<file path="config.mk">
export PLATFORM = sky130hd
export DESIGN_NAME = dpsa_host
export DESIGN_NICKNAME = d
export VERILOG_FILES = /design/src/dpsa_pkg.sv /design/src/dpsa_tmr_if.sv /design/src/dpsa_host.sv /design/src/dpsa_timer.sv
export VERILOG_INCLUDE_DIRS = /design/src
export SDC_FILE = /design/constraint.sdc
export NUM_CORES = 1
export LEC_CHECK = 0
export ABC_AREA = 1
export BUFFER_PORTS_ARGS = -buffer_cell sky130_fd_sc_hd__buf_2
export CORE_MARGIN = 1
export CORE_UTILIZATION = 50
export CTS_CLUSTER_DIAMETER = 80
export DETAILED_ROUTE_END_ITERATION = 10
export HOLD_SLACK_MARGIN = 0.1
export PLACE_DENSITY = 0.83
export REMOVE_ABC_BUFFERS = 1
export SLEW_MARGIN = 20
export SYNTH_ARGS = -nofsm -noshare
export SYNTH_HDL_FRONTEND = slang
export SYNTH_SLANG_ARGS = --single-unit
</file>
<file path="constraint.sdc">
create_clock -name sys_clk -period 1.7 [get_ports sys_clk]
set_clock_uncertainty 0.1 [all_clocks]
set_input_delay 0.085 -clock sys_clk [delete_from_list [all_inputs] [get_ports sys_clk]]
set_output_delay 0.085 -clock sys_clk [all_outputs]
set_load 0.01 [all_outputs]
</file>
<file path="src/dpsa_consts.svh">
`ifndef DPSA_CONSTS_SVH
`define DPSA_CONSTS_SVH

// Clock and pin timing, figures in ns
`define DPSA_CLK_NS     10
`define DPSA_ACCESS_NS  25
`define DPSA_FLOW_NS    30
`define DPSA_SOP_NS     10
`define DPSA_CYC(ns)    (((ns) + `DPSA_CLK_NS - 1) / `DPSA_CLK_NS)
`define DPSA_WR_CYC     `DPSA_CYC(`DPSA_ACCESS_NS)
`define DPSA_RD_CYC     `DPSA_CYC((`DPSA_FLOW_NS > `DPSA_ACCESS_NS) ? \
                                  `DPSA_FLOW_NS : `DPSA_ACCESS_NS)
`define DPSA_GAP_CYC    `DPSA_CYC(`DPSA_SOP_NS)

// Field widths and bit positions
`define DPSA_DW         16
`define DPSA_AW         15
`define DPSA_SEM_AW     3
`define DPSA_SEM_BIT    0
`define DPSA_TMR_W      8

`endif

</file>
<file path="src/dpsa_pkg.sv">
package dpsa_pkg;

    typedef enum logic [2:0] {
        DPSA_READ   = 3'h0,
        DPSA_WRITE  = 3'h1,
        DPSA_SEM_RD = 3'h2,
        DPSA_SEM_WR = 3'h3,
        DPSA_MBX_RD = 3'h4,
        DPSA_MBX_WR = 3'h5
    } dpsa_cmd_t;

    typedef enum logic [3:0] {
        ST_IDLE = 4'h1,
        ST_ACC  = 4'h2,
        ST_HOLD = 4'h4,
        ST_GAP  = 4'h8
    } dpsa_state_t;

endpackage

</file>
<file path="src/dpsa_tmr_if.sv">
`timescale 1ns/1ns
interface dpsa_tmr_if #(parameter int CW = 8);
    logic          start;
    logic [CW-1:0] load;
    logic          done;
    modport ctl (output start, output load, input done);
    modport tmr (input start, input load, output done);
endinterface

</file>
<file path="src/dpsa_host.sv">
`timescale 1ns/1ns
`include "dpsa_consts.svh"
// Function
// [RL1] Port selected only with low-active select low and high-active select high.
// [RL2] Device decodes fifteen or sixteen address bits by size variant.
// [RL3] Upper byte gate controls the upper data byte.
// [RL4] Lower byte gate controls the lower data byte.
// [RL5] Both ports access any location independently, without a shared clock.
// [RL6] Device flags busy when both ports hit the same location.
// [RL7] Busy pins drive in master mode and receive in slave mode.
// [RL8] Devices combine through master and slave busy links for wider words.
// [RL9] Eight semaphore latches shared by both ports, apart from the array.
// [RL10] Each semaphore latch is owned by at most one port.
// [RL11] A port powers down while its select is inactive.
// [RL12] Read data is driven only while output enable is asserted.
// [RL13] Write ends on whichever of strobe or select ends first; data caught there.
// [RL14] Reader waits the flowthrough delay after a far-side write before sampling.
// [RL15] Each port has an interrupt flag for mailbox messages.
// [RL16] Top word is right mailbox, next is left; owner read clears interrupt.
// [RL17] Semaphore select replaces chip select; address bits 0-2, data bit 0.
// [RL18] Zero grants a free semaphore; pending request wins when owner writes one.
// [RL19] Near-simultaneous matching accesses: one port wins, other sees busy.
// [RL20] Device data lines float unless selected, output-enabled and reading.
module dpsa_host #(
    parameter int DW       = `DPSA_DW,
    parameter int AW       = `DPSA_AW,
    parameter bit RIGHT    = 1'b0,
    parameter int WR_CYC   = `DPSA_WR_CYC,
    parameter int RD_CYC   = `DPSA_RD_CYC,
    parameter int GAP_CYC  = `DPSA_GAP_CYC
) (
    // Clock and reset
    input  wire logic              sys_clk,
    input  wire logic              rst_b,
    // User request
    input  wire logic              reqValid,
    input  dpsa_pkg::dpsa_cmd_t    reqCmd,
    input  wire logic [AW-1:0]     reqAddr,
    input  wire logic [DW-1:0]     reqData,
    input  wire logic              reqUpper,
    input  wire logic              reqLower,
    output logic                   reqReady,
    // User answer
    output logic                   respValid,
    output logic [DW-1:0]          respData,
    output logic                   respBusyHit,
    output logic                   mbxIrq,
    // Device port pins
    output logic                   portSelectLowActive_b,
    output logic                   portSelectHighActive,
    output logic                   readNotWrite,
    output logic                   outEnable_b,
    output logic                   upperByteGate_b,
    output logic                   lowerByteGate_b,
    output logic                   tokenLatchSelect_b,
    output logic [AW-1:0]          addrOut,
    output logic [DW-1:0]          dataOut,
    output logic                   dataOe,
    input  wire logic [DW-1:0]     dataIn,
    input  wire logic              busyIn_b,
    input  wire logic              intIn_b
);
    import dpsa_pkg::*;

    localparam int TW = `DPSA_TMR_W;

    if (!(DW == 16 || DW == 18) || !(AW == 15 || AW == 16)) // RL2 RL3 RL4
    begin : g_chk_size
        $error("DW must be 16 or 18 and AW 15 or 16");
    end
    if (WR_CYC < 1 || RD_CYC < 1 || GAP_CYC < 1 || RD_CYC >= 2**TW || WR_CYC >= 2**TW
        || GAP_CYC >= 2**TW)
    begin : g_chk_cyc
        $error("cycle counts out of timer range");
    end

    typedef struct packed {
        dpsa_state_t   state;
        logic          ce0b;
        logic          ce1;
        logic          rnw;
        logic          oeb;
        logic          ubb;
        logic          lbb;
        logic          semb;
        logic [AW-1:0] addr;
        logic [DW-1:0] dout;
        logic          doe;
        logic [DW-1:0] rdata;
        logic          respValid;
        logic          busyHit;
        logic          irq;
        logic          ready;
        logic          tmrStart;
        logic [TW-1:0] tmrLoad;
        logic [TW-1:0] rdCnt;
    } dpsa_st_t;

    localparam dpsa_st_t RST_ST = '{state: ST_IDLE, ce0b: 1'b1, rnw: 1'b1, oeb: 1'b1,
                                    ubb: 1'b1, lbb: 1'b1, semb: 1'b1, ready: 1'b1,
                                    default: '0};

    // Own mailbox sits on the top word for the right port, one below for the left
    function automatic logic [AW-1:0] mbxAddr(input logic peer);
        return (RIGHT ^ peer) ? {AW{1'b1}} : {{(AW-1){1'b1}}, 1'b0}; // RL16
    endfunction

    dpsa_st_t   s_q;
    dpsa_st_t   s_d;
    logic       isWr;
    logic       isSem;
    dpsa_tmr_if #(.CW(TW)) tmrIf ();

    always_comb
    begin
        s_d           = s_q;
        s_d.tmrStart  = 1'b0;
        s_d.respValid = 1'b0;
        s_d.irq       = ~intIn_b; // RL15
        s_d.rdCnt     = s_q.oeb ? '0 : s_q.rdCnt + 1'b1;
        isWr  = reqCmd inside {DPSA_WRITE, DPSA_SEM_WR, DPSA_MBX_WR};
        isSem = reqCmd inside {DPSA_SEM_RD, DPSA_SEM_WR};
        unique case (s_q.state)
            ST_IDLE:
                if (reqValid)
                begin
                    s_d.ce0b = isSem; // RL1 RL17
                    s_d.ce1  = ~isSem; // RL1
                    s_d.semb = ~isSem; // RL17
                    s_d.rnw  = ~isWr;
                    s_d.oeb  = isWr; // RL12
                    s_d.doe  = isWr; // RL20
                    s_d.ubb  = ~(reqUpper | isSem); // RL3
                    s_d.lbb  = ~(reqLower | isSem); // RL4
                    s_d.addr = reqAddr;
                    s_d.dout = reqData;
                    if (isSem)
                    begin
                        // Only bit 0 reaches a latch; zero the rest for clean compares
                        s_d.addr = {{(AW-`DPSA_SEM_AW){1'b0}}, reqAddr[`DPSA_SEM_AW-1:0]};
                        s_d.dout = {{(DW-1){1'b0}}, reqData[`DPSA_SEM_BIT]}; // RL17
                    end
                    if (reqCmd == DPSA_MBX_RD)
                        s_d.addr = mbxAddr(1'b0); // RL16
                    if (reqCmd == DPSA_MBX_WR)
                        s_d.addr = mbxAddr(1'b1); // RL16
                    s_d.tmrLoad  = isWr ? TW'(WR_CYC) : TW'(RD_CYC); // RL14
                    s_d.tmrStart = 1'b1;
                    s_d.state    = ST_ACC;
                end
            ST_ACC:
                if (!s_q.tmrStart && tmrIf.done)
                begin
                    // Strobe and select drop on one edge, data still driven
                    if (s_q.rnw)
                        s_d.rdata = dataIn; // RL14
                    s_d.busyHit = s_q.semb & ~busyIn_b; // RL6 RL7 RL8
                    s_d.rnw  = 1'b1; // RL13
                    s_d.ce0b = 1'b1; // RL11 RL13
                    s_d.ce1  = 1'b0;
                    s_d.semb = 1'b1;
                    s_d.oeb  = 1'b1;
                    s_d.ubb  = 1'b1;
                    s_d.lbb  = 1'b1;
                    s_d.state = ST_HOLD;
                end
            ST_HOLD:
            begin
                // Data held one cycle past the terminating edge
                s_d.doe       = 1'b0; // RL13
                s_d.respValid = 1'b1;
                s_d.tmrLoad   = TW'(GAP_CYC);
                s_d.tmrStart  = 1'b1;
                s_d.state     = ST_GAP;
            end
            ST_GAP:
                if (!s_q.tmrStart && tmrIf.done)
                    s_d.state = ST_IDLE;
        endcase
        s_d.ready = (s_d.state == ST_IDLE);
    end

    always_ff @(posedge sys_clk or negedge rst_b)
    begin
        if (!rst_b)
            s_q <= RST_ST;
        else
            s_q <= s_d;
    end

    assign tmrIf.start = s_q.tmrStart;
    assign tmrIf.load  = s_q.tmrLoad;

    dpsa_timer #(.CW(TW)) uTmr (
        .sys_clk (sys_clk),
        .rst_b   (rst_b),
        .tmr     (tmrIf)
    );

    assign reqReady              = s_q.ready;
    assign respValid             = s_q.respValid;
    assign respData              = s_q.rdata;
    assign respBusyHit           = s_q.busyHit;
    assign mbxIrq                = s_q.irq;
    assign portSelectLowActive_b = s_q.ce0b;
    assign portSelectHighActive  = s_q.ce1;
    assign readNotWrite          = s_q.rnw;
    assign outEnable_b           = s_q.oeb;
    assign upperByteGate_b       = s_q.ubb;
    assign lowerByteGate_b       = s_q.lbb;
    assign tokenLatchSelect_b    = s_q.semb;
    assign addrOut               = s_q.addr;
    assign dataOut               = s_q.dout;
    assign dataOe                = s_q.doe;
endmodule // dpsa_host

</file>
<file path="src/dpsa_timer.sv">
`timescale 1ns/1ns
`include "dpsa_consts.svh"
module dpsa_timer #(
    parameter int CW = `DPSA_TMR_W
) (
    // Clock and reset
    input wire logic sys_clk,
    input wire logic rst_b,
    // Control side
    dpsa_tmr_if.tmr  tmr
);
    import dpsa_pkg::*;

    typedef struct packed {
        logic [CW-1:0] cnt;
    } dpsa_tmr_st_t;

    dpsa_tmr_st_t s_q;
    dpsa_tmr_st_t s_d;

    always_comb
    begin
        s_d = s_q;
        if (tmr.start)
            s_d.cnt = tmr.load;
        else if (s_q.cnt != '0)
            s_d.cnt = s_q.cnt - 1'b1;
    end

    always_ff @(posedge sys_clk or negedge rst_b)
    begin
        if (!rst_b)
            s_q <= '0;
        else
            s_q <= s_d;
    end

    assign tmr.done = (s_q.cnt == '0);
endmodule // dpsa_timer

</file>
==> summary.md, run 1 <==
| Metric | Value |
|---|---|
| Worst skew pair latency | `0.34 ns` |
| Worst IR Drop VDD | `0.669 mV` |
| Crit-path slowest cell | `dlygate4sd3_1` |
| Vias in the first global route | `3097` |
| CTS tree | `built` |
| Pleak | `2.58 nW` |
| IO buf count | `~120` |
| Pwr dens | `1140 nW/um2` |
| Hold Fails Final Rpt | `0` |
| Filler instances | `approximately 500` |
| Synth Warn # | `0` |
| CTS Root Cell | `clkbuf_8` |
| Flop and latch count out of synthesis | `74` |
| Global-route wire length before repair | `13700 um` |
| N_diodes | `0` |
| DRT Wirelength | `around 8500 um` |
| Path type of the worst setup path | `in2reg` |
| Fmax | `619 MHz` |
| Final period util | `about 95%` |
| Clk sink count | `74` |
| Grt total ovfl | `0` |
| Routability cong. | `0.864` |
| Final Non-Filler Cells | `around 630` |
| Final setup violation count | `0` |
| Dpl hpwl | `5020 um` |
| Synthesized instance count | `between 400 and 500` |
| Post-Place Cell Area | `3840 um2` |
| Starting Density | `around half` |
| Worst EP required | `1.83 ns` |
| Iter 0 DRT Violations | `between 100 and 150` |
| Time the worst path needs with I/O delays and setup | `1.62 ns` |
| Clock Pin Slew Worst Setup and Hold Paths | `about 0.080 ns` |
| Final net count | `605` |
| Vias per cell | `slightly below 5` |
| Share of cells above drive strength 1 | `29.6%` |
| Initial antenna violation count | `0` |
| Commonest cells after routing, fill and taps aside | `nand2_1 (135), buf_2 (114), dfrtp_1 (66)` |
| Crit. End Element | `flip-flop` |
| Cells along the critical path | `dlygate4sd3_1 > buf_2 > nor2_1 > buf_6 > nand2_1 > o21ai_0 > dlygate4sd3_1 > o21ai_0` |
| Drt drc | `0` |
| Max incr delay on CP | `0.56 ns` |
| Drt first pass iters | `4` |
| Min-delay worst type | `in2reg` |
| Status | `completed` |
| Via count | `3106` |
| Worst setup SP type | `input pin` |
| Arrival time at the worst endpoint | `between 1.5 and 2 ns` |
| Core area | `6760 um2` |
| Placed cell count | `553` |
| Seq. cell area | `1860 um2` |
| Fin. max-slew vios | `0` |
| Post-DRT Antenna Nets | `0` |
| Area of the multi-input gates | `roughly 1100 um2` |
| Width of the die | `between 80 and 90 um` |
| Tightest slew margin relative to the limit | `between 70 and 80%` |
| Max clock buf depth | `2` |
| Crit path max fanout | `4` |
| CTS HTree Levels | `3` |
| # IOs | `116` |
| Sequential share of the synthesized area | `a little over half` |
| Worst Tran Pin Value | `0.316 ns` |
| Final instance area | `4700 um2` |
| Tot GR Track Use | `24.3%` |
| Commonest non-fill, non-tap cell in the layout | `nand2_1` |
| Area grow syn2layout | `34.8%` |
| Routed len/inst | `13.5 um` |
| Die Footprint | `approximately 7300 um2` |
| Largest net degree at the start of global routing | `37` |
| Unrepaired setup endpoints after global routing | `false` |
| Mean area per synthesized cell | `8.57 um2` |
| Num CTS Buffers | `9` |
| Post-Syn Area | `3490 um2` |
| Num rows | `30` |
| Synth unique cells | `24` |
| Max-capacitance violation count | `0` |
| Setup tns final | `0 ns` |
| Die Height | `between 80 and 90 um` |
[critical path, delay by kind of cell]
kind            cells  cell delay, ns
buf+inv             4            1.34
simple gates        2            0.17
compound gates      2            0.14
[state kept, by name (all words and copies together), names as in the netlist, 2 cells and up]
register	count
addrOut	15
uTmr.s_q	8
respData	16
dataOut	16
s_q	4
tmrIf.load	2
[cell usage after synthesis (all sizes together)]
master | n | area (um2)
nand2 | 136 | 510
dfrtp | 66 | 1650
buf | 55 | 404
nand3 | 37 | 195
nor2 | 34 | 153
inv | 27 | 101
o21ai | 21 | 105
dfstp | 8 | 210
clkbuf | 4 | 15.0
o211ai | 4 | 30.0
nand4 | 3 | 25.0
xor2 | 3 | 26.3
a21oi | 2 | 10.0
clkinv | 2 | 7.51
ha | 2 | 25.0
nor3 | 1 | 5.00
or2 | 1 | 6.26
xnor2 | 1 | 8.76
[timing repair]
action,in CTS,in global routing
endpoints found under the setup margin,0,34
gates resized for setup,0,5
hold endpoints to repair,129,0
hold buffers,59,0
setup buffers,0,3
[path summary, 6_finish.rpt]
check,start,endpoint,slack (ns),depth (start not counted)
hold reg to reg,tmrIf.load[0],tmrIf.load[0],0.37,1
setup / recovery,reqCmd[1],addrOut[0],0.08,8
min in group asynchronous,rst_b,uTmr.s_q[0],0.60,3
max in group asynchronous,rst_b,uTmr.s_q[3],0.14,4
hold / removal,reqCmd[2],addrOut[4],0.28,7
setup reg to reg,uTmr.s_q[1],reqReady,0.09,8
[kinds of logic after synthesis]
group,share of synthesized area (%)
AO/OA/AOI/OAI,4.16
XOR/XNOR,1.00
buffers and inverters,15.1
flip-flops,53.4
AND/OR/NAND/NOR,25.6
adder cells (fa/ha/maj),0.717
[metal layers]
layer  GRT usage (%)  vias to the layer above  routed length [um]
met5               0                        -                   0
met4            12.6                        0                 289
met3            6.83                       29                 446
met2            42.2                      117                4360
met1            27.4                     1462                3440
li1                -                     1498                   -
[cell type report]
cell class / count / area share, %
sequential: 74 / 39.6
tap: 80 / 2.13
clock buffer: 10 / 2.93
multi-input combinational: 245 / 23.5
clock inverter: 6 / 1.89
timing repair buffer: 187 / 27.6
inverter: 29 / 2.31
[stage by stage]
step	hold WS [ns]	util [%]	worst slack [ns]	total power [mW]
after floorplan	-0.311	-	-0.184	3.16
final	0.276	69.6	0.0842	5.37
after CTS	0.195	68.9	0.0106	5.36
after detailed placement	-0.0702	56.8	0.0448	3.71
after global routing	0.307	69.6	0.0129	5.69
after global placement	-0.0775	56.8	0.142	3.65
[report_power, final]
part	internal, mW	switching (mW)	total (mW)
Clock	0.869	0.666	1.53
Combinational	0.661	0.808	1.47
Sequential	2.14	0.223	2.36
No activity file was read; power rests on OpenSTA's default activity.
==> run 2: changes to the inputs <==
--- a/config.mk
+++ b/config.mk
@@ -9,13 +9,14 @@
 export ABC_AREA = 1
 export BUFFER_PORTS_ARGS = -buffer_cell sky130_fd_sc_hd__buf_2
 export CORE_MARGIN = 1
-export CORE_UTILIZATION = 50
+export CORE_UTILIZATION = 51
 export CTS_CLUSTER_DIAMETER = 80
 export DETAILED_ROUTE_END_ITERATION = 10
 export HOLD_SLACK_MARGIN = 0.1
-export PLACE_DENSITY = 0.83
+export PLACE_DENSITY = 0.84
 export REMOVE_ABC_BUFFERS = 1
 export SLEW_MARGIN = 20
 export SYNTH_ARGS = -nofsm -noshare
 export SYNTH_HDL_FRONTEND = slang
+export SYNTH_HIERARCHICAL = 1
 export SYNTH_SLANG_ARGS = --single-unit
==> run 2 against run 1 <==
Against the previous run: sequential power about the same; the flow now finishes with violations (setup timing); count of clock-buffer cells in the layout unchanged; die area increased by 3.4%; largest power group unchanged; cell count increased by 5.1%; via count increased by 11%; non-clock buffer count increased by 11.
==> summary.md, run 2 <==
| Metric | Value |
|---|---|
| Max incr delay on CP | `0.40 ns (-0.16 ns)` |
| Post-Syn Area | `3680 um2 (+5.5%)` |
| DP Worst Slack | `-0.185 ns (-0.230 ns)` |
| Via count | `3451 (+11%)` |
| Synthesized instance count | `409 (+0.49%)` |
| Time the worst path needs with I/O delays and setup | `1.83 ns (+0.210 ns)` |
| Final period util | `107% (+12 points)` |
| Width of the die | `87.0 um (+1.7%)` |
| Max-capacitance violation count | `0 (unchanged)` |
| Die Height | `87.0 um (+1.7%)` |
| Crit-path slowest cell | `dfrtp_1` |
| Min-delay worst type | `in2async` |
| Unrepaired setup endpoints after global routing | `true` |
| Most common cell in the netlist | `nand2_1` |
| Yosys top cell area share | `44.9% (-2.5 points)` |
| Final core occ | `74.5% (+4.9 points)` |
| # IOs | `116 (unchanged)` |
| Worst skew pair latency | `0.35 ns (about the same)` |
| CTS HTree Levels | `3 (unchanged)` |
| Num rows | `30 (unchanged)` |
| IO buf count | `115 (unchanged)` |
| Arrival time at the worst endpoint | `2.03 ns (+0.29 ns)` |
| GRT Max-Usage Layer | `met2` |
| Family with the most delay on the worst path | `simple AND/OR/NAND/NOR gates` |
| R2R Setup Slk | `-0.13 ns (-0.22 ns)` |
| Vias per cell | `5.21 (+5.7%)` |
| Setup tns final | `-1.08 ns (-1.08 ns)` |
| CTS Root Cell | `clkbuf_8` |
| Primary FF master, synth | `dfrtp_1` |
| Final net count | `620 (+2.5%)` |
| Starting Density | `53.6% (+2.0 points)` |
| Filler instances | `427 (-16%)` |
| Commonest non-fill, non-tap cell in the layout | `buf_2` |
| Routability cong. | `0.843 (-2.5%)` |
| Drt drc | `0 (unchanged)` |
| Max clock buf depth | `2 (unchanged)` |
| Post-DRT Antenna Nets | `0 (unchanged)` |
| Num CTS Buffers | `9 (unchanged)` |
| Core area | `6870 um2 (+1.7%)` |
| Cells along the critical path | `nor2_2 > nand2_2 > nor2_8 > inv_2 > nor2_4 > inv_2 > nor2_4 > buf_12 > buf_8 > nand3_1 > nand2_1` |
| Vias in the first global route | `3436 (+11%)` |
| Clock Pin Slew Worst Setup and Hold Paths | `0.10 ns (+0.02 ns)` |
| Area grow syn2layout | `39.0%` |
| Tot GR Track Use | `27.4% (+3.1 points)` |
| Dpl hpwl | `5300 um (+5.6%)` |
| Die Footprint | `7560 um2 (+3.4%)` |
| Grt total ovfl | `0 (unchanged)` |
| Post-Place Cell Area | `4070 um2 (+6.2%)` |
| Pleak | `2.63 nW (+2.1%)` |
| Failing checks | `setup timing` |
| CTS tree | `built` |
| Total power draw | `5.49 mW (+2.2%)` |
| Iter 0 DRT Violations | `190 (+45%)` |
| Crit. End Element | `flip-flop` |
| Crit path buf inv count | `4 (unchanged)` |
| Share of cells above drive strength 1 | `42.0% (+12 points)` |
| Hold Fails Final Rpt | `0 (unchanged)` |
| Ranking of synthesized cells by area | `dfrtp_1 (45%), nand2_1 (13%), buf_4 (10%), o21ai_2 (6.7%), dfstp_2 (5.7%)` |
| Fraction of registers with async set/reset | `100% (unchanged)` |
| Worst Tran Pin Value | `0.610 ns (+0.295 ns)` |
| Synth unique cells | `32 (+33%)` |
| Fmax | `548 MHz (-11%)` |
| Initial antenna violation count | `0 (unchanged)` |
| Most common library cells after synthesis | `nand2_1 (124), dfrtp_1 (66), buf_4 (49), nand3_1 (29), o21ai_2 (28)` |
| Cell accounting for the most synthesized area | `dfrtp_1` |
| Final instance area | `5120 um2 (+8.9%)` |
| N_diodes | `0 (unchanged)` |
| Crit path max fanout | `7 (+3)` |
| GRT met2 Usage | `49.2% (+7.1 points)` |
| Mean area per synthesized cell | `9.00 um2 (+5.0%)` |
| DRT Wirelength | `10800 um (+26%)` |
| Status | `finished with violations` |
| Final setup violation count | `20 (+20)` |
| Worst IR Drop VDD | `0.665 mV (-0.72%)` |
| Largest net degree at the start of global routing | `36 (-2.7%)` |
| Pwr dens | `1070 nW/um2 (-6.1%)` |
| Worst setup SP type | `flip-flop` |
| GR Util met1 | `30.6% (+3.2 points)` |
| Placed cell count | `581 (+5.1%)` |
| Tightest slew margin relative to the limit | `59.3% (-20 points)` |
| Commonest cells after routing, fill and taps aside | `buf_2 (115), nand2_1 (111), dfrtp_1 (66)` |
| Worst EP required | `1.91 ns (+0.08 ns)` |
| Sequential share of the synthesized area | `50.6% (-2.8 points)` |
| Hold Slack | `0.110 ns (-0.166 ns)` |
| Met3 GRT Util | `5.31% (-1.5 points)` |
| Clk sink count | `74 (unchanged)` |
| Final Non-Filler Cells | `663 (+5.1%)` |
| Routed len/inst | `16.2 um (+20%)` |
| Post-synth EDFFs | `0 (unchanged)` |
| Flop and latch count out of synthesis | `74 (unchanged)` |
| Path type of the worst setup path | `reg2reg` |
| Synth Warn # | `6 (+6)` |
| Fin. max-slew vios | `0 (unchanged)` |
| Worst setup margin | `-0.125 ns (-0.210 ns)` |
| Drt first pass iters | `5 (+1)` |
| Global-route wire length before repair | `15700 um (+15%)` |
==> run 2: cell families after synthesis <==
kind of cell / share of synthesized area (%)
and+or+nand+nor: 23.6
DFF: 50.6
buffers and inverters: 15.1
adders and majority gates: 0.340
AOI/OAI and AO/OA: 9.82
xor gates and xnor gates: 0.476
other: 0.102
==> run 2: worst paths after layout <==
path                                   from            to  cells past startpoint
worst max-delay path            uTmr/s_q[5]   respData[0]                     11
worst min-delay path                  rst_b  respData[15]                      2
worst max register to register  uTmr/s_q[5]   respData[0]                     11
worst min register to register   dataOut[3]    dataOut[3]                      2
max in group asynchronous             rst_b       s_q[76]                      3
min in group sys_clk              reqCmd[1]    addrOut[4]                      4
==> run 2: what timing repair did <==
item | 4_1_cts | 5_1_grt
setup buffers | 1 | 3
resized for setup | 11 | 39
hold buffers | 59 | 0
hold endpoints to repair | 128 | 0
pin swaps | 1 | 24
setup endpoints to repair | 22 | 54
gates cloned | 3 | 0
==> run 2: where the power goes <==
| part | total (mW) | internal, mW | leakage [nW] | switching (mW) |
|---|---|---|---|---|
| clock network | 1.53 | 0.833 | 0.107 | 0.698 |
| logic | 1.60 | 0.732 | 1.63 | 0.869 |
| registers | 2.35 | 2.10 | 0.896 | 0.252 |
==> run 2: cell type report <==
class / count / area [um2] / area share [%]
Clock buffer: 10 / 128 / 2.49
Tap cell: 96 / 120 / 2.35
Inverter: 21 / 80.1 / 1.56
Timing Repair Buffer: 198 / 1400 / 27.3
Multi-Input combinational cell: 258 / 1440 / 28.1
Sequential cell: 74 / 1870 / 36.4
Clock inverter: 6 / 90.1 / 1.76
==> run 2: layer usage <==
layer	part of all wire [%]	vias up
met3	6.2	61
met5	0	-
met1	35	1644
li1	-	1547
met4	5.5	0
met2	53	199
